--- src/verilog/dcd_pkg.sv ---
// shared constants, states and carriers of the disk command decoder
package dcd_pkg;
	// clock and stepping times
	localparam int CLK_NS = 10;
	localparam int STEP_3MS_NS = 3000000;
	localparam int STEP_2MS_NS = 2000000;
	localparam int STEP_200US_NS = 200000;
	localparam int STEP_70US_NS = 70000;
	localparam int STEP_30US_NS = 30000;
	localparam int STEP_15US_NS = 15000;
	localparam int STEP_CW = 20;
	localparam logic [3:0] SETTLE_CYC = 4'h4;
	// command block layout
	localparam logic [2:0] CMD_LAST = 3'h5;
	localparam logic [2:0] SENSE_LAST = 3'h3;
	localparam int CTL_BYTE = 5;
	localparam int CTL_FILL_BIT = 5;
	localparam int CTL_REREAD_BIT = 6;
	localparam int CTL_RETRY_BIT = 7;
	localparam logic [7:0] FILL_CONST = 8'h6c;
	localparam logic [3:0] RETRY_MAX = 4'h8;
	// command classes and opcodes
	localparam logic [2:0] CLS_0 = 3'h0;
	localparam logic [2:0] CLS_7 = 3'h7;
	localparam logic [4:0] OP_TEST = 5'h00;
	localparam logic [4:0] OP_RESTORE = 5'h01;
	localparam logic [4:0] OP_STATUS = 5'h03;
	localparam logic [4:0] OP_READ = 5'h08;
	// error codes
	localparam logic [5:0] ERR_NONE = 6'h00;
	localparam logic [5:0] ERR_NO_SEEK = 6'h02;
	localparam logic [5:0] ERR_WFAULT = 6'h03;
	localparam logic [5:0] ERR_NOT_READY = 6'h04;
	localparam logic [5:0] ERR_TRK0 = 6'h06;
	localparam logic [5:0] ERR_UNCORR = 6'h11;
	localparam logic [5:0] ERR_NO_AM = 6'h12;
	localparam logic [5:0] ERR_SEEK = 6'h15;
	localparam logic [5:0] ERR_CORR = 6'h18;
	localparam logic [5:0] ERR_BAD_TRK = 6'h19;
	localparam logic [5:0] ERR_FORMAT = 6'h1a;
	localparam logic [5:0] ERR_INVALID = 6'h20;
	localparam logic [5:0] ERR_BAD_ADDR = 6'h21;
	// retry actions toward the executor
	typedef enum logic [1:0] {
		ACT_RETRY = 2'b00,
		ACT_RESEEK = 2'b01,
		ACT_GIVE_UP = 2'b10
	} dcd_act_t;
	// control states
	typedef enum logic [3:0] {
		ST_IDLE = 4'b0000,
		ST_CMD = 4'b0001,
		ST_DECODE = 4'b0010,
		ST_TEST = 4'b0011,
		ST_RSTR = 4'b0100,
		ST_EXEC = 4'b0101,
		ST_SENSE = 4'b0110,
		ST_STAT = 4'b0111,
		ST_CMPL = 4'b1000
	} dcd_state_t;
	// command handed to the read/write/format executor
	typedef struct packed {
		logic [2:0] cls;
		logic [4:0] op;
		logic [2:0] lun;
		logic [20:0] lba;
		logic [7:0] interleave;
		logic [3:0] step;
		logic half_step;
		logic fill_from_buf;
		logic [7:0] fill_byte;
		logic skip_reread;
		logic retry_en;
	} dcd_exec_t;
	// completion report from the executor
	typedef struct packed {
		logic [5:0] err;
		logic [20:0] lba;
	} dcd_result_t;
endpackage

--- src/verilog/dcd_top.sv ---
// command decoder, retry policy and status reporting of the disk controller
`timescale 1ns/1ps
// Contract
// - seek commands take step algorithm from control byte bits 0-3
// - format fills with hex 6C if bit 5 clear, else sector buffer
// - winchester read with bit 6 set skips reread, goes to correction
// - ID-reading commands: bit 7 set disables retries, clear enables them
// - host zeroes unused control fields; unused control byte ignored entirely
// - failed read: up to 8 retries, reseek, then up to 8 more
// - step codes 0,2,9 3ms; 4 200us; 5 70us; 6 30us; 7 15us; 8 2ms
// - codes 1 and 3 are half-step modes; B-F behave as 3ms
// - status byte: bit 1 error, bits 5-7 unit, others zero
// - one status byte is sent at the end of every command
// - status byte unit number copied from the received command block
// - an all-zero completion byte follows every status byte
// - byte 0 holds class and opcode, byte 1 holds unit number
// - class 0 op 0 selects drive, tests ready and busy
// - class 0 op 1 steps heads to cylinder zero
// - class 0 op 3 returns error byte plus three address bytes
// - RAM, ROM and correction failures are logged against drive 0; code logs diag_err only in ST_IDLE when no command byte arrives
// - error byte: bit 7 address valid, bit 6 zero, bits 0-5 code
// - address bytes carry unit and address bits 16-20, 8-15, 0-7
// - address valid only if last non-status command used an address
// - on error report failing track for format, failing sector otherwise
// - on success report next track for format, last sector otherwise
// - error codes 11,12,15,18,19,1A,20,21 carry their listed meanings
// - invalid class, opcode, interleave or step code reports code 20
module dcd_top #(
	parameter int SECT_PER_TRK = 17,
	parameter int MAX_STEPS = 1024,
	parameter int CYC_3MS = (dcd_pkg::STEP_3MS_NS + dcd_pkg::CLK_NS - 1) / dcd_pkg::CLK_NS,
	parameter int CYC_2MS = (dcd_pkg::STEP_2MS_NS + dcd_pkg::CLK_NS - 1) / dcd_pkg::CLK_NS,
	parameter int CYC_200US = (dcd_pkg::STEP_200US_NS + dcd_pkg::CLK_NS - 1) / dcd_pkg::CLK_NS,
	parameter int CYC_70US = (dcd_pkg::STEP_70US_NS + dcd_pkg::CLK_NS - 1) / dcd_pkg::CLK_NS,
	parameter int CYC_30US = (dcd_pkg::STEP_30US_NS + dcd_pkg::CLK_NS - 1) / dcd_pkg::CLK_NS,
	parameter int CYC_15US = (dcd_pkg::STEP_15US_NS + dcd_pkg::CLK_NS - 1) / dcd_pkg::CLK_NS
) (
	// clock and reset
	input wire logic clk,
	input wire logic sys_rst,
	// command bytes from the host side
	input wire logic cmd_valid,
	input wire logic [7:0] cmd_byte,
	output logic cmd_ready,
	// bytes returned to the host side
	output logic tx_valid,
	output logic [7:0] tx_data,
	input wire logic tx_ready,
	output logic bus_released,
	// drive pins
	input wire logic drv_ready_pin,
	input wire logic drv_busy_pin,
	input wire logic drv_fault_pin,
	input wire logic drv_track0_pin,
	output logic [2:0] drv_sel,
	output logic drv_step,
	output logic drv_dir_out,
	// executor of read, write, format and seek commands
	output logic exec_start,
	output dcd_pkg::dcd_exec_t exec_cmd,
	output logic [dcd_pkg::STEP_CW-1:0] exec_step_cyc,
	input wire logic exec_fail,
	output logic exec_act_valid,
	output dcd_pkg::dcd_act_t exec_act,
	input wire logic exec_done,
	input wire dcd_pkg::dcd_result_t exec_res,
	// controller diagnostic failures
	input wire logic diag_valid,
	input wire logic [5:0] diag_err,
	// block status
	output logic busy
);
	import dcd_pkg::*;
	dcd_state_t state;
	logic [7:0] cmd_blk [6];
	logic [2:0] idx;
	logic [2:0] cur_lun;
	logic [5:0] cur_err;
	logic [STEP_CW-1:0] cnt;
	logic [15:0] steps;
	logic [3:0] rcnt;
	logic reseeked;
	logic retry_en;
	logic [5:0] sense_err [8];
	logic sense_valid [8];
	logic [20:0] sense_lba [8];
	logic [3:0] pin_meta;
	logic [3:0] pin_sync;
	// two-stage synchroniser for the drive pins
	always_ff @(posedge clk) begin
		pin_meta <= {drv_track0_pin, drv_fault_pin, drv_busy_pin, drv_ready_pin};
		pin_sync <= pin_meta;
	end
	wire s_ready = pin_sync[0];
	wire s_busy = pin_sync[1];
	wire s_fault = pin_sync[2];
	wire s_track0 = pin_sync[3];
	// step period per algorithm code
	function automatic logic [STEP_CW-1:0] step_cycles(input logic [3:0] code);
		case (code)
			4'h4: step_cycles = STEP_CW'(CYC_200US);
			4'h5: step_cycles = STEP_CW'(CYC_70US);
			4'h6: step_cycles = STEP_CW'(CYC_30US);
			4'h7: step_cycles = STEP_CW'(CYC_15US);
			4'h8: step_cycles = STEP_CW'(CYC_2MS);
			default: step_cycles = STEP_CW'(CYC_3MS);
		endcase
	endfunction
	// command classifiers
	function automatic logic cmd_known(input logic [2:0] c, input logic [4:0] o);
		if (c == CLS_0) begin
			cmd_known = (o <= 5'h10) && (o != 5'h02) && (o != 5'h09);
		end else if (c == CLS_7) begin
			cmd_known = (o == 5'h00) || (o == 5'h03) || (o == 5'h04) || (o == 5'h05) || (o == 5'h06);
		end else begin
			cmd_known = 1'b0;
		end
	endfunction
	function automatic logic is_format(input logic [2:0] c, input logic [4:0] o);
		is_format = (c == CLS_0) && ((o >= 5'h04 && o <= 5'h07) || o == 5'h0e);
	endfunction
	function automatic logic uses_step(input logic [2:0] c, input logic [4:0] o);
		uses_step = is_format(c, o) || (c == CLS_0 && (o == OP_READ || o == 5'h0a || o == 5'h0b))
			|| (c == CLS_7 && (o == 5'h03 || o == 5'h05 || o == 5'h06));
	endfunction
	function automatic logic uses_lba(input logic [2:0] c, input logic [4:0] o);
		uses_lba = is_format(c, o) || (c == CLS_0 && (o == OP_READ || o == 5'h0a || o == 5'h0b))
			|| (c == CLS_7 && (o == 5'h05 || o == 5'h06));
	endfunction
	// field decode of the received command block
	// class, opcode and unit fields
	wire [2:0] d_cls = cmd_blk[0][7:5];
	wire [4:0] d_op = cmd_blk[0][4:0];
	wire [2:0] d_lun = cmd_blk[1][7:5];
	wire [20:0] d_lba = {cmd_blk[1][4:0], cmd_blk[2], cmd_blk[3]};
	wire [7:0] d_ilv = cmd_blk[4];
	wire d_fmt = is_format(d_cls, d_op);
	wire d_step_used = uses_step(d_cls, d_op);
	wire d_lba_used = uses_lba(d_cls, d_op);
	// unused control byte treated as zero
	wire [7:0] d_ctl = d_step_used ? cmd_blk[CTL_BYTE] : 8'h00;
	wire [3:0] d_step = d_ctl[3:0];
	wire d_bad_step = d_step_used && (d_step == 4'ha);
	wire d_bad_ilv = d_fmt && (d_op != 5'h07) && (d_op != 5'h0e) && (d_ilv == 8'h00);
	wire d_invalid = !cmd_known(d_cls, d_op) || d_bad_step || d_bad_ilv;
	wire d_is_read = (d_cls == CLS_0) && (d_op == OP_READ);
	// executor command build
	// codes 1 and 3 select half-step
	wire d_half = (d_step == 4'h1) || (d_step == 4'h3);
	wire d_fill_buf = d_fmt && d_ctl[CTL_FILL_BIT];
	wire d_skip_reread = d_is_read && d_ctl[CTL_REREAD_BIT];
	wire d_retry_en = !d_ctl[CTL_RETRY_BIT];
	wire dcd_exec_t d_exec = '{cls: d_cls, op: d_op, lun: d_lun, lba: d_lba, interleave: d_ilv,
		step: d_step, half_step: d_half, fill_from_buf: d_fill_buf, fill_byte: FILL_CONST,
		skip_reread: d_skip_reread, retry_en: d_retry_en};
	// drive-ready test result
	// ready and busy evaluation
	wire [5:0] test_err = s_fault ? ERR_WFAULT : (!s_ready ? ERR_NOT_READY : (s_busy ? ERR_NO_SEEK : ERR_NONE));
	// stored address after an executed command
	// format success reports next track
	wire [20:0] res_lba = (exec_res.err == ERR_NONE && exec_cmd.cls == CLS_0 && is_format(exec_cmd.cls, exec_cmd.op))
		? exec_res.lba + 21'(SECT_PER_TRK) : exec_res.lba;
	// bytes sent back to the host
	// error byte layout
	wire [7:0] sense_b0 = {sense_valid[cur_lun], 1'b0, sense_err[cur_lun]};
	wire [20:0] s_lba = sense_lba[cur_lun];
	wire [7:0] sense_byte = (idx == 3'h0) ? sense_b0 : (idx == 3'h1) ? {cur_lun, s_lba[20:16]}
		: (idx == 3'h2) ? s_lba[15:8] : s_lba[7:0];
	wire [7:0] status_byte = {cur_lun, 3'b000, (cur_err != ERR_NONE), 1'b0};
	wire tx_take = tx_valid && tx_ready;
	// retry decision on a failed read attempt
	// eight retries, reseek, eight more
	wire dcd_act_t next_act = !retry_en ? ACT_GIVE_UP : (rcnt < RETRY_MAX) ? ACT_RETRY
		: (!reseeked ? ACT_RESEEK : ACT_GIVE_UP);
	// command sequencer and per-drive sense store
	always_ff @(posedge clk) begin
		if (sys_rst) begin
			state <= ST_IDLE;
			idx <= 3'h0;
			cur_lun <= 3'h0;
			cur_err <= ERR_NONE;
			cnt <= '0;
			steps <= 16'h0000;
			rcnt <= 4'h0;
			reseeked <= 1'b0;
			retry_en <= 1'b0;
			cmd_ready <= 1'b1;
			tx_valid <= 1'b0;
			tx_data <= 8'h00;
			bus_released <= 1'b0;
			drv_sel <= 3'h0;
			drv_step <= 1'b0;
			drv_dir_out <= 1'b0;
			exec_start <= 1'b0;
			exec_cmd <= '0;
			exec_step_cyc <= '0;
			exec_act_valid <= 1'b0;
			exec_act <= ACT_RETRY;
			busy <= 1'b0;
			for (int i = 0; i < 6; i++) begin
				cmd_blk[i] <= 8'h00;
			end
			for (int i = 0; i < 8; i++) begin
				sense_err[i] <= ERR_NONE;
				sense_valid[i] <= 1'b0;
				sense_lba[i] <= 21'h0;
			end
		end else begin
			exec_start <= 1'b0;
			exec_act_valid <= 1'b0;
			drv_step <= 1'b0;
			bus_released <= 1'b0;
			case (state)
				ST_IDLE: begin
					busy <= 1'b0;
					if (cmd_valid) begin
						cmd_blk[0] <= cmd_byte;
						idx <= 3'h1;
						busy <= 1'b1;
						state <= ST_CMD;
					end else if (diag_valid) begin
						// diagnostic failures logged on drive 0
						sense_err[0] <= diag_err;
						sense_valid[0] <= 1'b0;
					end
				end
				ST_CMD: begin
					if (cmd_valid) begin
						cmd_blk[idx] <= cmd_byte;
						idx <= idx + 3'h1;
						if (idx == CMD_LAST) begin
							cmd_ready <= 1'b0;
							state <= ST_DECODE;
						end
					end
				end
				ST_DECODE: begin
					cur_lun <= d_lun;
					drv_sel <= d_lun;
					idx <= 3'h0;
					cnt <= STEP_CW'(SETTLE_CYC);
					steps <= 16'h0000;
					if (d_invalid) begin
						cur_err <= ERR_INVALID;
						sense_err[d_lun] <= ERR_INVALID;
						sense_valid[d_lun] <= 1'b0;
						state <= ST_STAT;
					end else if (d_cls == CLS_0 && d_op == OP_TEST) begin
						state <= ST_TEST;
					end else if (d_cls == CLS_0 && d_op == OP_RESTORE) begin
						drv_dir_out <= 1'b1;
						state <= ST_RSTR;
					end else if (d_cls == CLS_0 && d_op == OP_STATUS) begin
						cur_err <= ERR_NONE;
						state <= ST_SENSE;
					end else begin
						exec_cmd <= d_exec;
						exec_step_cyc <= step_cycles(d_step);
						exec_start <= 1'b1;
						retry_en <= d_retry_en;
						rcnt <= 4'h0;
						reseeked <= 1'b0;
						state <= ST_EXEC;
					end
				end
				ST_TEST: begin
					if (cnt != '0) begin
						cnt <= cnt - STEP_CW'(1);
					end else begin
						cur_err <= test_err;
						sense_err[cur_lun] <= test_err;
						sense_valid[cur_lun] <= 1'b0;
						state <= ST_STAT;
					end
				end
				ST_RSTR: begin
					if (cnt != '0) begin
						cnt <= cnt - STEP_CW'(1);
					end else if (s_track0 || s_fault || !s_ready || steps == 16'(MAX_STEPS)) begin
						cur_err <= s_fault ? ERR_WFAULT : (!s_ready ? ERR_NOT_READY : (s_track0 ? ERR_NONE : ERR_TRK0));
						sense_err[cur_lun] <= s_fault ? ERR_WFAULT : (!s_ready ? ERR_NOT_READY
							: (s_track0 ? ERR_NONE : ERR_TRK0));
						sense_valid[cur_lun] <= 1'b0;
						drv_dir_out <= 1'b0;
						state <= ST_STAT;
					end else begin
						drv_step <= 1'b1;
						steps <= steps + 16'h0001;
						cnt <= STEP_CW'(CYC_3MS - 1);
					end
				end
				ST_EXEC: begin
					if (exec_done) begin
						cur_err <= exec_res.err;
						sense_err[cur_lun] <= exec_res.err;
						sense_valid[cur_lun] <= uses_lba(exec_cmd.cls, exec_cmd.op);
						sense_lba[cur_lun] <= res_lba;
						state <= ST_STAT;
					end else if (exec_fail) begin
						exec_act_valid <= 1'b1;
						exec_act <= next_act;
						if (next_act == ACT_RETRY) begin
							rcnt <= rcnt + 4'h1;
						end else if (next_act == ACT_RESEEK) begin
							rcnt <= 4'h0;
							reseeked <= 1'b1;
						end
					end
				end
				ST_SENSE: begin
					if (!tx_valid) begin
						tx_valid <= 1'b1;
						tx_data <= sense_byte;
					end else if (tx_take) begin
						tx_valid <= 1'b0;
						idx <= idx + 3'h1;
						if (idx == SENSE_LAST) begin
							state <= ST_STAT;
						end
					end
				end
				ST_STAT: begin
					if (!tx_valid) begin
						tx_valid <= 1'b1;
						tx_data <= status_byte;
					end else if (tx_take) begin
						tx_valid <= 1'b0;
						state <= ST_CMPL;
					end
				end
				ST_CMPL: begin
					if (!tx_valid) begin
						tx_valid <= 1'b1;
						tx_data <= 8'h00;
					end else if (tx_take) begin
						tx_valid <= 1'b0;
						bus_released <= 1'b1;
						cmd_ready <= 1'b1;
						busy <= 1'b0;
						state <= ST_IDLE;
					end
				end
				default: begin
					state <= ST_IDLE;
				end
			endcase
		end
	end
endmodule

--- config.mk ---
export PLATFORM = sky130hd
export DESIGN_NAME = dcd_top
export DESIGN_NICKNAME = d
export VERILOG_FILES = /design/src/verilog/dcd_pkg.sv /design/src/verilog/dcd_top.sv
export SDC_FILE = /design/constraint.sdc
export NUM_CORES = 1
export LEC_CHECK = 0
export BUFFER_PORTS_ARGS = -buffer_cell sky130_fd_sc_hd__buf_2
export CORE_MARGIN = 2
export CORE_UTILIZATION = 30
export DETAILED_ROUTE_END_ITERATION = 8
export PLACE_DENSITY_LB_ADDON = 0.3
export SKIP_CTS_REPAIR_TIMING = 1
export SYNTH_ARGS = -nofsm -noshare
export SYNTH_HDL_FRONTEND = slang
export SYNTH_SLANG_ARGS = --single-unit
--- constraint.sdc ---
create_clock -name clk -period 3 [get_ports clk]
set_input_delay 0.45 -clock clk [delete_from_list [all_inputs] [get_ports clk]]
set_output_delay 0.45 -clock clk [all_outputs]
set_load 0.02 [all_outputs]
Word level (Yosys, flattened, before mapping)
Memory sizes are Yosys's and may differ from the RTL's. A register that Yosys moved wholly into a read port is not among the register bits.
Cells that the tools add are included.
- bitwise gates (word level): 17
- $lt $le $gt $ge: 6
- add/subtract/negate cells: 5
- reductions and logical operators: 91
- eq/ne operators: 76
- mux-type cells: 161
- operators by type and width (kind ; count):
    19-bit one-hot mux with 5 select lines ; 1
    4-bit 2-to-1 mux ; 22
    6-bit 2-to-1 mux ; 13
    8-bit 2-to-1 mux ; 9
    1-bit 2-to-1 mux ; 69
    3-bit 2-to-1 mux ; 23
    20-bit 2-to-1 mux ; 3
    20-bit one-hot mux with 3 select lines ; 1
    2-bit != test, second input constant ; 28
    21-bit 2-to-1 mux ; 2
    5-bit by 4-bit == test with 1-bit output, second input constant ; 8
    4-bit one-hot mux with 9 select lines ; 1
    4-bit by 3-bit == test with 1-bit output, second input constant ; 8
    16-bit 2-to-1 mux ; 2
    16-bit one-hot mux with 2 select lines ; 1
    5-bit by 3-bit == test with 1-bit output, second input constant ; 5
    6-bit one-hot mux with 4 select lines ; 1
    8-bit one-hot mux with 3 select lines ; 1
    1-bit logical AND ; 23
    1-bit logical OR ; 23
    21-bit by 5-bit adder with 21-bit output, second input constant ; 1
    21-bit OR reduction ; 1
    20-bit nonzero test ; 1
    20-bit by 1-bit subtractor with 20-bit output, second input constant ; 1
    other kinds (50) ; 108
- logic and storage cells: 392
- register bits: 152
- output and inout bits: 97
- bits in writable memories: 272
- memories: 4
- input port bits: 52
- memory list (name ; words ; width ; rd ports ; clocked after Yosys merged registers in ; write ports ; RTL line ; source):
    sense_lba ; 8 ; 21 ; 1 ; 1 ; 8 ; dcd_top.sv:86 ; logic [20:0] sense_lba [8];
    cmd_blk ; 6 ; 8 ; 6 ; 2 ; 6 ; dcd_top.sv:75 ; logic [7:0] cmd_blk [6];
    sense_err ; 8 ; 6 ; 1 ; 1 ; 8 ; dcd_top.sv:84 ; logic [5:0] sense_err [8];
    sense_valid ; 8 ; 1 ; 1 ; 1 ; 8 ; dcd_top.sv:85 ; logic sense_valid [8];

Depth between registers and ports, before layout
Gate-level depths: netlist (run 1).
An unclocked memory read counts as a cell.
- depth in word-level cells: 19
- depth in mapped cells: 11
- depth with buffers taken out: 9

Least setup slack after synthesis (run 1)
No wires, ideal clock.
- path type: reg-to-reg
- from: register cnt[11]
- to: memory sense_err[1][0], enable pin
- stages on the path, launching flop included: 9
- clock period less this slack: 3.085 ns
- arrival: 2.704 ns
- path slack: -0.085 ns
- library setup time: 0.381 ns
- path buffers: 1
- required time: 2.619 ns
- path through: dfxtp_1 > or4_4 > or3_1 > buf_2 > o31ai_4 > o211ai_4 > o22ai_4 > inv_1 > o21ai_0
- RTL lines (element ; RTL line ; source):
    from (decl) ; dcd_top.sv:79 ; logic [STEP_CW-1:0] cnt;
    from (signal assigned) ; dcd_top.sv:241 ; cnt <= STEP_CW'(SETTLE_CYC);
    from (signal assigned) ; dcd_top.sv:268 ; cnt <= cnt - STEP_CW'(1);
    from (signal assigned) ; dcd_top.sv:278 ; cnt <= cnt - STEP_CW'(1);
    to (decl) ; dcd_top.sv:84 ;

==> impl_metrics.ini, run 1 <==
[die]
dieHeight_um = 255
die_area_mm2 = 0.0651
num_rows = 92
top_level_ports = 149
start_util_pct = 30.2
coreArea_mm2 = 0.0627
chipWidth_um = 255

[sta]
skew_ns = 0.0313
holdWs_ns = 0.160
finalSetupViolations = 0
min_period_ns = 2.86
timing.fmax_ghz = 0.350
hold_viol = 0
max-slew-margin-rel_pct = 45.7
period_share_pct = 95.2
slew_violations = 0
worst_pin_slew_ns = 0.808
rsz0062_at_grt = false
timing.final.ws_setup_ns = 0.145
fin_tns_setup_ns = 0

[logic_synthesis]
async_flop_share_pct = 0
synth.distinct_cells = 85
yosysWarnings = 0
yosys-top-cells-area = edfxtp_1, dfxtp_1, mux4_2
yosys.area.top_type_share_pct = 43.0
syn_inst = 1701
synth-seq-cells = 419
syn_area_mm2 = 0.0189
synth_seq_area_share_pct = 58.7
yosysTopAreaCell = edfxtp_1
syn-mean-instance-area_um2 = 11.1
yosys_most_used_dff = edfxtp_1
synth-edff-count = 271

[power]
p_leak_nw = 8.32
peakVddDrop_mv = 0.373
power.total_mw = 14.7
power_density_mw_per_mm2 = 644

[global_route]
grt_pass1_vias = 13600
grt_start_max_net_pins = 57
grt_usage_pct = 16.3
grt-ovfl-total = 0
antenna_found_initial = 0
grt_pass1_wl_um = 80700

[worst_hold_path]
hp-start = exec_fail
hp-class = input pin to flop
min_to = exec_act_valid$_SDFF_PP0_
holdPathStages = 3

[finish]
fillers = 6153
syn2layout_area_growth_pct = 20.2
fin_nets = 1973
drive_gt1_share_pct = 22.0
diodes = 0

[routing]
initialDrtViolationCount = 1103
drt-total-wl_um = 53400
ant_nets = 0
drcViolationCount = 0
vias = 14000
dr.pass1.iters = 5
post_drt_wl_per_cell_um = 19.1
viasPerCell = 5.00

[clocking]
clk_latency_ns = 0.59
numClockSinks = 419
cts_tree = done
path_clk_slew_ns = 0.06
clockBufferDepth = 3
cts-root-buf = clkbuf_16
htree_levels = 2
numCtsBuffers = 46

[setup_path]
path_max_fanout = 7
worstSetupPathType = flop to flop
slowest_delay_ns = 0.56
r2r_slack_ns = 0.14
r2r-start = cnt[11]$_SDFFE_PP0P_
cp_slowest_cell = or4_4
reg2reg_to = sense_err[6][2]$_SDFFCE_PN0P_
worst-path-buf-inv = 1
required_ns = 3.44
cp_data_arrival_time_ns = 3.29
critPathTopFamily = simple AND/OR/NAND/NOR gates
reg2reg_depth = 8
startpoint_type = flop
endpoint_kind = flop
crit_chain = or4_4 -> or3_1 -> buf_4 -> nor4_2 -> o211ai_1 -> o31ai_2 -> nand2_1 -> nor2_1

[placement]
io_buffers = 140
finalWeightedCongestion = 0.836
hpwl_um = 36700
post-place-ws_ns = 0.185

[outcome]
status = complete, no violations

[run]
drv_cap = 0
registers in the layout, summed over array words and instances (netlist names), 13 cells and up, named ones only:
name and flops:
cmd_blk 47, sense_lba 168, exec_step_cyc 13, exec_cmd 48
steps 16, cnt 20, sense_err 48
cell usage in the layout (no fill, tap or decap), types with 11 or more instances in the layout:
cell       instances
clkbuf_16         49
nor3_1            36
nor2_1           327
and2_1            20
nand4_1           16
mux2i_1           16
nor4_1            14
xnor2_1           24
buf_4            117
a31oi_1           11
nand2b_1          17
nand3_1           50
inv_1             28
a21oi_1           88
or3_1             16
buf_2            139
edfxtp_1         271
xor2_1            17
o21ai_0           46
nor2b_1           14
nand2_1          206
mux4_2            64
dfxtp_1          146
kinds of logic (layout without fill, tap and decap cells):
logic type,count (synthesis),count (layout),share of synthesized area [%]
buffers and inverters,137,377,3.21
adders and majority gates,10,10,0.661
and+or+nand+nor,772,772,18.3
DFF,419,419,58.7
xor gates and xnor gates,41,41,1.90
other,1,8,0.0198
AOI/OAI and AO/OA,235,235,8.38
muxes,86,86,8.83
synth_stat cells (16+ instances only):
master	n
buf_4	16
xnor2_1	24
nand2b_1	17
mux2i_1	16
edfxtp_1	271
clkbuf_1	55
xor2_1	17
buf_2	21
or3_1	16
mux4_2	64
dfxtp_1	148
buf_1	16
o21ai_0	47
nor2_1	327
a21oi_1	88
and2_1	20
inv_1	28
nand4_1	16
nor3_1	37
nand3_1	51
nand2_1	206
per-stage QoR:
step	util [%]	area, um^2	cells
after floorplan	-	19000	1708
final	36.3	22800	2794
after detailed placement	33.7	21200	2704
after global placement	33.7	21200	2704
after CTS	36.2	22700	2789
after global routing	36.3	22800	2794
worst max path at each step:
stage	startpoint	end	slack [ns]	cells past startpoint
2_1_floorplan	cnt[11]$_SDFFE_PP0P_	sense_err[1][0]$_SDFFCE_PN0P_	-0.08	8
3_3_place_gp	exec_res[26]	sense_lba[6][8]$_SDFFCE_PN0P_	0.18	11
3_5_place_dp	cnt[11]$_SDFFE_PP0P_	sense_err[4][5]$_SDFFCE_PN0P_	0.18	7
4_1_cts	cnt[11]$_SDFFE_PP0P_	sense_err[4][0]$_SDFFCE_PN0P_	0.17	7
5_1_grt	cnt[11]$_SDFFE_PP0P_	sense_err[5][2]$_SDFFCE_PN0P_	0.01	8
6_report	cnt[11]$_SDFFE_PP0P_	sense_err[6][2]$_SDFFCE_PN0P_	0.14	8
worst min-delay path, stage by stage:
cell and delay [ns]:
buf_2 0.11, nand3b_1 0.10, nor2_1 0.04
report_power, final:
part / internal [mW] / switching, mW / leakage, nW
Combinational: 0.937 / 1.41 / 3.57
Clock: 3.39 / 2.34 / 0.749
Sequential: 6.39 / 0.188 / 4.00
final cells by class:
class                   instances  area (um^2)  area share [%]
clock inverters                20          188           0.825
multi-input cells            1152         7260            31.9
clock buffers                  65         1350            5.93
repair buffers                264         1690            7.44
inverters                      28          105           0.462
well taps                     846         1060            4.65
flip-flops and latches        419        11100            48.8
per-layer routing:
layer	vias up	wire length, um	global-route usage (%)
li1	6540	-	-
met1	6928	23900	22.2
met2	417	24800	26.4
met3	75	3460	3.51
met4	0	1200	4.44
met5	-	0	0
Note: power is estimated with default switching activity, not from simulation.
==> inputs of run 2 (changes only) <==
CORE_UTILIZATION = 40   (was 30)
==> impl_metrics.ini, run 2 (synthesis results as in run 1) <==
[setup_path]
critPathTopFamily = simple AND/OR/NAND/NOR gates
path_max_fanout = 7
startpoint_type = flop
cp_slowest_cell = or4_4
crit_chain = or4_4 -> or3_1 -> o31ai_4 -> o211ai_4 -> mux2i_1 -> nand2b_1 -> nand2_1
worstSetupPathType = flop to flop
worst-path-buf-inv = 0
cp_data_arrival_time_ns = 3.06
slowest_delay_ns = 0.56
endpoint_kind = flop
required_ns = 3.24

[clocking]
path_clk_slew_ns = 0.06
cts-root-buf = clkbuf_16
cts_tree = done
numClockSinks = 419
clk_latency_ns = 0.57
htree_levels = 2
clockBufferDepth = 3
numCtsBuffers = 46

[sta]
period_share_pct = 93.8
holdWs_ns = 0.157
slew_violations = 0
rsz0062_at_grt = false
fin_tns_setup_ns = 0
hold_viol = 0
worst_pin_slew_ns = 0.793
max-slew-margin-rel_pct = 46.8
min_period_ns = 2.81
timing.fmax_ghz = 0.355
finalSetupViolations = 0
skew_ns = 0.0182
timing.final.ws_setup_ns = 0.185

[finish]
largestRegisters = sense_lba: 168 flops, exec_cmd: 48 flops, sense_err: 48 flops
largest_reg_flops = 168
multiInputGateArea_mm2 = 0.00728
syn2layout_area_growth_pct = 17.9
largest_register = sense_lba
diodes = 0
final_common_cell = nor2_1
seqCellArea_mm2 = 0.0111
drive_gt1_share_pct = 21.5
fin_nets = 1960
fillers = 4233
layout_common_cells = nor2_1, edfxtp_1, nand2_1, dfxtp_1, buf_2

[routing]
drcViolationCount = 4
post_drt_wl_per_cell_um = 19.9
initialDrtViolationCount = 1072
dr.pass1.iters = 7
vias = 14000
viasPerCell = 5.50
ant_nets = 0
drt-total-wl_um = 50600

[outcome]
status = finished, violations left
violations = design-rule violations

[die]
start_util_pct = 40.6
chipWidth_um = 222
top_level_ports = 149
coreArea_mm2 = 0.0467
num_rows = 79
die_area_mm2 = 0.0491
dieHeight_um = 222

[power]
power_density_mw_per_mm2 = 644
p_leak_nw = 8.22
peakVddDrop_mv = 0.415

[placement]
hpwl_um = 34500
finalWeightedCongestion = 0.888
post-place-ws_ns = 0.142
io_buffers = 140

[global_route]
grt_pass1_vias = 13800
grt_usage_pct = 20.4
grt_start_max_net_pins = 57
grt_pass1_wl_um = 78400
antenna_found_initial = 2
grt-ovfl-total = 0

[worst_hold_path]
hp-class = input pin to flop

[run]
drv_cap = 0
==> run 2: cell types whose count changed in the layout (fill, tap and decap cells not counted), sizes merged <==
cell / before / now
buf: 260 / 247
clkbuf: 65 / 69
clkinv: 13 / 10
bufinv: 3 / 1
inv: 30 / 29
==> run 2: cell type report <==
| class | instances | share of cell area, % |
|---|---|---|
| flip-flops and latches | 419 | 49.8 |
| multi-input cells | 1152 | 32.6 |
| repair buffers | 251 | 7.10 |
| clock buffers | 69 | 6.15 |
| well taps | 607 | 3.40 |
| inverters | 28 | 0.471 |
| clock inverters | 14 | 0.454 |
==> run 2: layer usage <==
metal | up-vias | global-route usage (%) | part of all wire [%] | wire (um)
met5 | - | 0 | 0.018 | 9
met4 | 2 | 7.15 | 2.8 | 1410
met3 | 93 | 5.16 | 8.1 | 4080
met2 | 476 | 33.8 | 48 | 24300
met1 | 6864 | 26.1 | 41 | 20800
li1 | 6523 | - | - | -
==> run 2: path summary, 6_finish.rpt <==
| kind | startpoint | slack [ns] | cells after the start | end |
|---|---|---|---|---|
| setup / recovery | cnt[11]$_SDFFE_PP0P_ | 0.19 | 7 | sense_err[4][0]$_SDFFCE_PN0P_ |
| hold / removal | sys_rst | 0.16 | 2 | cnt[2]$_SDFFE_PP0P_ |
| setup reg to reg | cnt[11]$_SDFFE_PP0P_ | 0.19 | 7 | sense_err[4][0]$_SDFFCE_PN0P_ |
| hold reg to reg | pin_meta[3]$_DFF_P_ | 0.33 | 0 | pin_sync[3]$_DFF_P_ |
==> run 2: power breakdown <==
group          switching [mW]  internal, mW  total (mW)
clock                    2.26          3.24        5.50
sequential              0.184          6.39        6.57
combinational            1.41         0.879        2.29
==> run 2: worst reg2reg max path, cell delays in order (launching register included) <==
cell      delay, ns
dfxtp_1        0.35
or4_4          0.56
or3_1          0.40
o31ai_4        0.28
o211ai_4       0.19
mux2i_1        0.29
nand2b_1       0.19
nand2_1        0.23
==> run 2: per-stage QoR <==
stage          utilization [%]  area, um^2  power [mW]  std cells
3_5_place_dp              44.5       20800        8.91       2453
3_3_place_gp              44.5       20800        8.86       2453
6_report                  47.8       22300        14.4       2540
4_1_cts                   47.7       22200        14.4       2536
2_1_floorplan                -       19000        8.18       1708
5_1_grt                   47.8       22300        15.0       2540
==> inputs of run 3 (changes only) <==
==> constraint.sdc (replaced) <==
create_clock -name clk -period 3 [get_ports clk]
set_input_delay 0.6 -clock clk [delete_from_list [all_inputs] [get_ports clk]]
set_output_delay 0.6 -clock clk [all_outputs]
set_load 0.02 [all_outputs]
==> impl_metrics.ini, run 3 (synthesis results as in run 1) <==
[outcome]
status = finished, violations left
violations = design-rule violations

[sta]
min_period_ns = 2.87
timing.final.ws_setup_ns = 0.130
period_share_pct = 95.7
worst_pin_slew_ns = 0.917
timing.fmax_ghz = 0.348
slew_violations = 0
max-slew-margin-rel_pct = 38.9
finalSetupViolations = 0
hold_viol = 0
holdWs_ns = 0.126
rsz0062_at_grt = true
skew_ns = 0.0235

[power]
p_leak_nw = 8.21
switchingPower_mw = 3.90
power_density_mw_per_mm2 = 649
power.internal_mw = 10.6
seqPwrFrac_pct = 45.4
swShare_pct = 26.9
power_frac_clock_pct = 38.9
peakVddDrop_mv = 0.405
combPwrFrac_pct = 15.8

[finish]
diodes = 0
final_common_cell = nor2_1
largest_register = sense_lba
largest_reg_flops = 168
drive_gt1_share_pct = 21.9
fin_cells = 2537
largestRegisters = sense_lba: 168 flops, exec_cmd: 48 flops, sense_err: 48 flops
layout_common_cells = nor2_1, edfxtp_1, nand2_1, dfxtp_1, buf_2
fin_nets = 1957
final_cell_area_mm2 = 0.0223
syn2layout_area_growth_pct = 17.9

[worst_hold_path]
holdPathStages = 1
min_to = pin_meta[3]$_DFF_P_
hp-start = drv_track0_pin
hp-class = input pin to flop

[setup_path]
worstSetupPathType = flop to flop
reg2reg_depth = 8
startpoint_type = flop
required_ns = 3.48
r2r-start = cnt[11]$_SDFFE_PP0P_
cpMostUsedCell = buf_4
slowest_delay_ns = 0.56
endpoint_kind = flop
reg2reg_to = cnt[4]$_SDFFE_PP0P_
crit_chain = or4_4 -> or3_1 -> buf_4 -> nor2_1 -> o22ai_2 -> buf_4 -> or2_2 -> a311oi_1
path_max_fanout = 13
r2r_slack_ns = 0.13
cp_slowest_cell = or4_4
cp_data_arrival_time_ns = 3.35

[routing]
vias = 14000
initialDrtViolationCount = 1063
drcViolationCount = 4
viasPerCell = 5.52
post_drt_wl_per_cell_um = 20.3
drt-total-wl_um = 51500
ant_nets = 0
dr.pass1.iters = 7

[die]
dieHeight_um = 222
chipWidth_um = 222
start_util_pct = 40.6
coreArea_mm2 = 0.0467
top_level_ports = 149
num_rows = 79
die_area_mm2 = 0.0491

[placement]
io_buffers = 140
hpwl_um = 34600
post-place-ws_ns = 0.0562
finalWeightedCongestion = 0.837
dpl_cell_area_mm2 = 0.0208
dp_cells = 2451

[global_route]
grt_pass1_vias = 14100
grt-ovfl-total = 0
grt_start_max_net_pins = 57
antenna_found_initial = 0
grt_pass1_wl_um = 80500
grt_usage_pct = 21.1

[clocking]
htree_levels = 2
path_clk_slew_ns = 0.06
cts-root-buf = clkbuf_16
numCtsBuffers = 47
numClockSinks = 419
clockBufferDepth = 3
clk_latency_ns = 0.58
cts_tree = done

[run]
drv_cap = 0
## run 3: area by class of cell
cell class,count,area (um^2)
inverter,28,105
timing repair buffer,247,1540
tap,607,759
clock inverter,19,179
clock buffer,65,1320
multi-input combinational,1152,7310
sequential,419,11100
fill,4305,24300
## run 3: layer usage
layer	vias up	GRT usage (%)	share of wire [%]
met5	-	0	0
met2	536	34.0	47
li1	6516	-	-
met4	0	7.04	3.1
met3	97	5.10	8.5
met1	6857	28.0	41
## run 3: critical path, delay by kind of cell, from the launching register on
kind            cells  cell delay (ns)
buf+inv             2             0.42
compound gates      2             0.47
simple gates        4             1.53
flops               1             0.35
## run 3: how the worst max path moves through the flow
stage / slack [ns] / endpoint / depth (start not counted) / start
5_1_grt: -0.04 / sense_err[0][2]$_DFFE_PP_ / 8 / cnt[11]$_SDFFE_PP0P_
3_5_place_dp: 0.06 / sense_err[0][1]$_DFFE_PP_ / 8 / cnt[11]$_SDFFE_PP0P_
3_3_place_gp: 0.10 / sense_lba[1][19]$_SDFFCE_PN0P_ / 8 / exec_res[26]
4_1_cts: 0.04 / sense_err[0][1]$_DFFE_PP_ / 8 / cnt[11]$_SDFFE_PP0P_
6_report: 0.13 / cnt[4]$_SDFFE_PP0P_ / 8 / cnt[11]$_SDFFE_PP0P_
2_1_floorplan: -0.08 / sense_err[1][0]$_SDFFCE_PN0P_ / 8 / cnt[11]$_SDFFE_PP0P_
## run 3: power groups by stage
stage | combinational, mW | clock (mW) | sequential, mW
after floorplan | 1.55 | 0 | 6.63
after global placement | 2.20 | 0 | 6.67
after detailed placement | 2.23 | 0 | 6.69
after CTS | 2.24 | 5.71 | 6.57
after global routing | 2.49 | 5.94 | 6.60
final | 2.28 | 5.63 | 6.57
## run 3: metrics by stage
stage          TNS, ns  utilization [%]  total power, mW
2_1_floorplan    -2.92                -             8.18
3_3_place_gp         0             44.5             8.87
3_5_place_dp         0             44.5             8.92
4_1_cts              0             47.7             14.5
5_1_grt        -0.0758             47.8             15.0
6_report             0             47.8             14.5
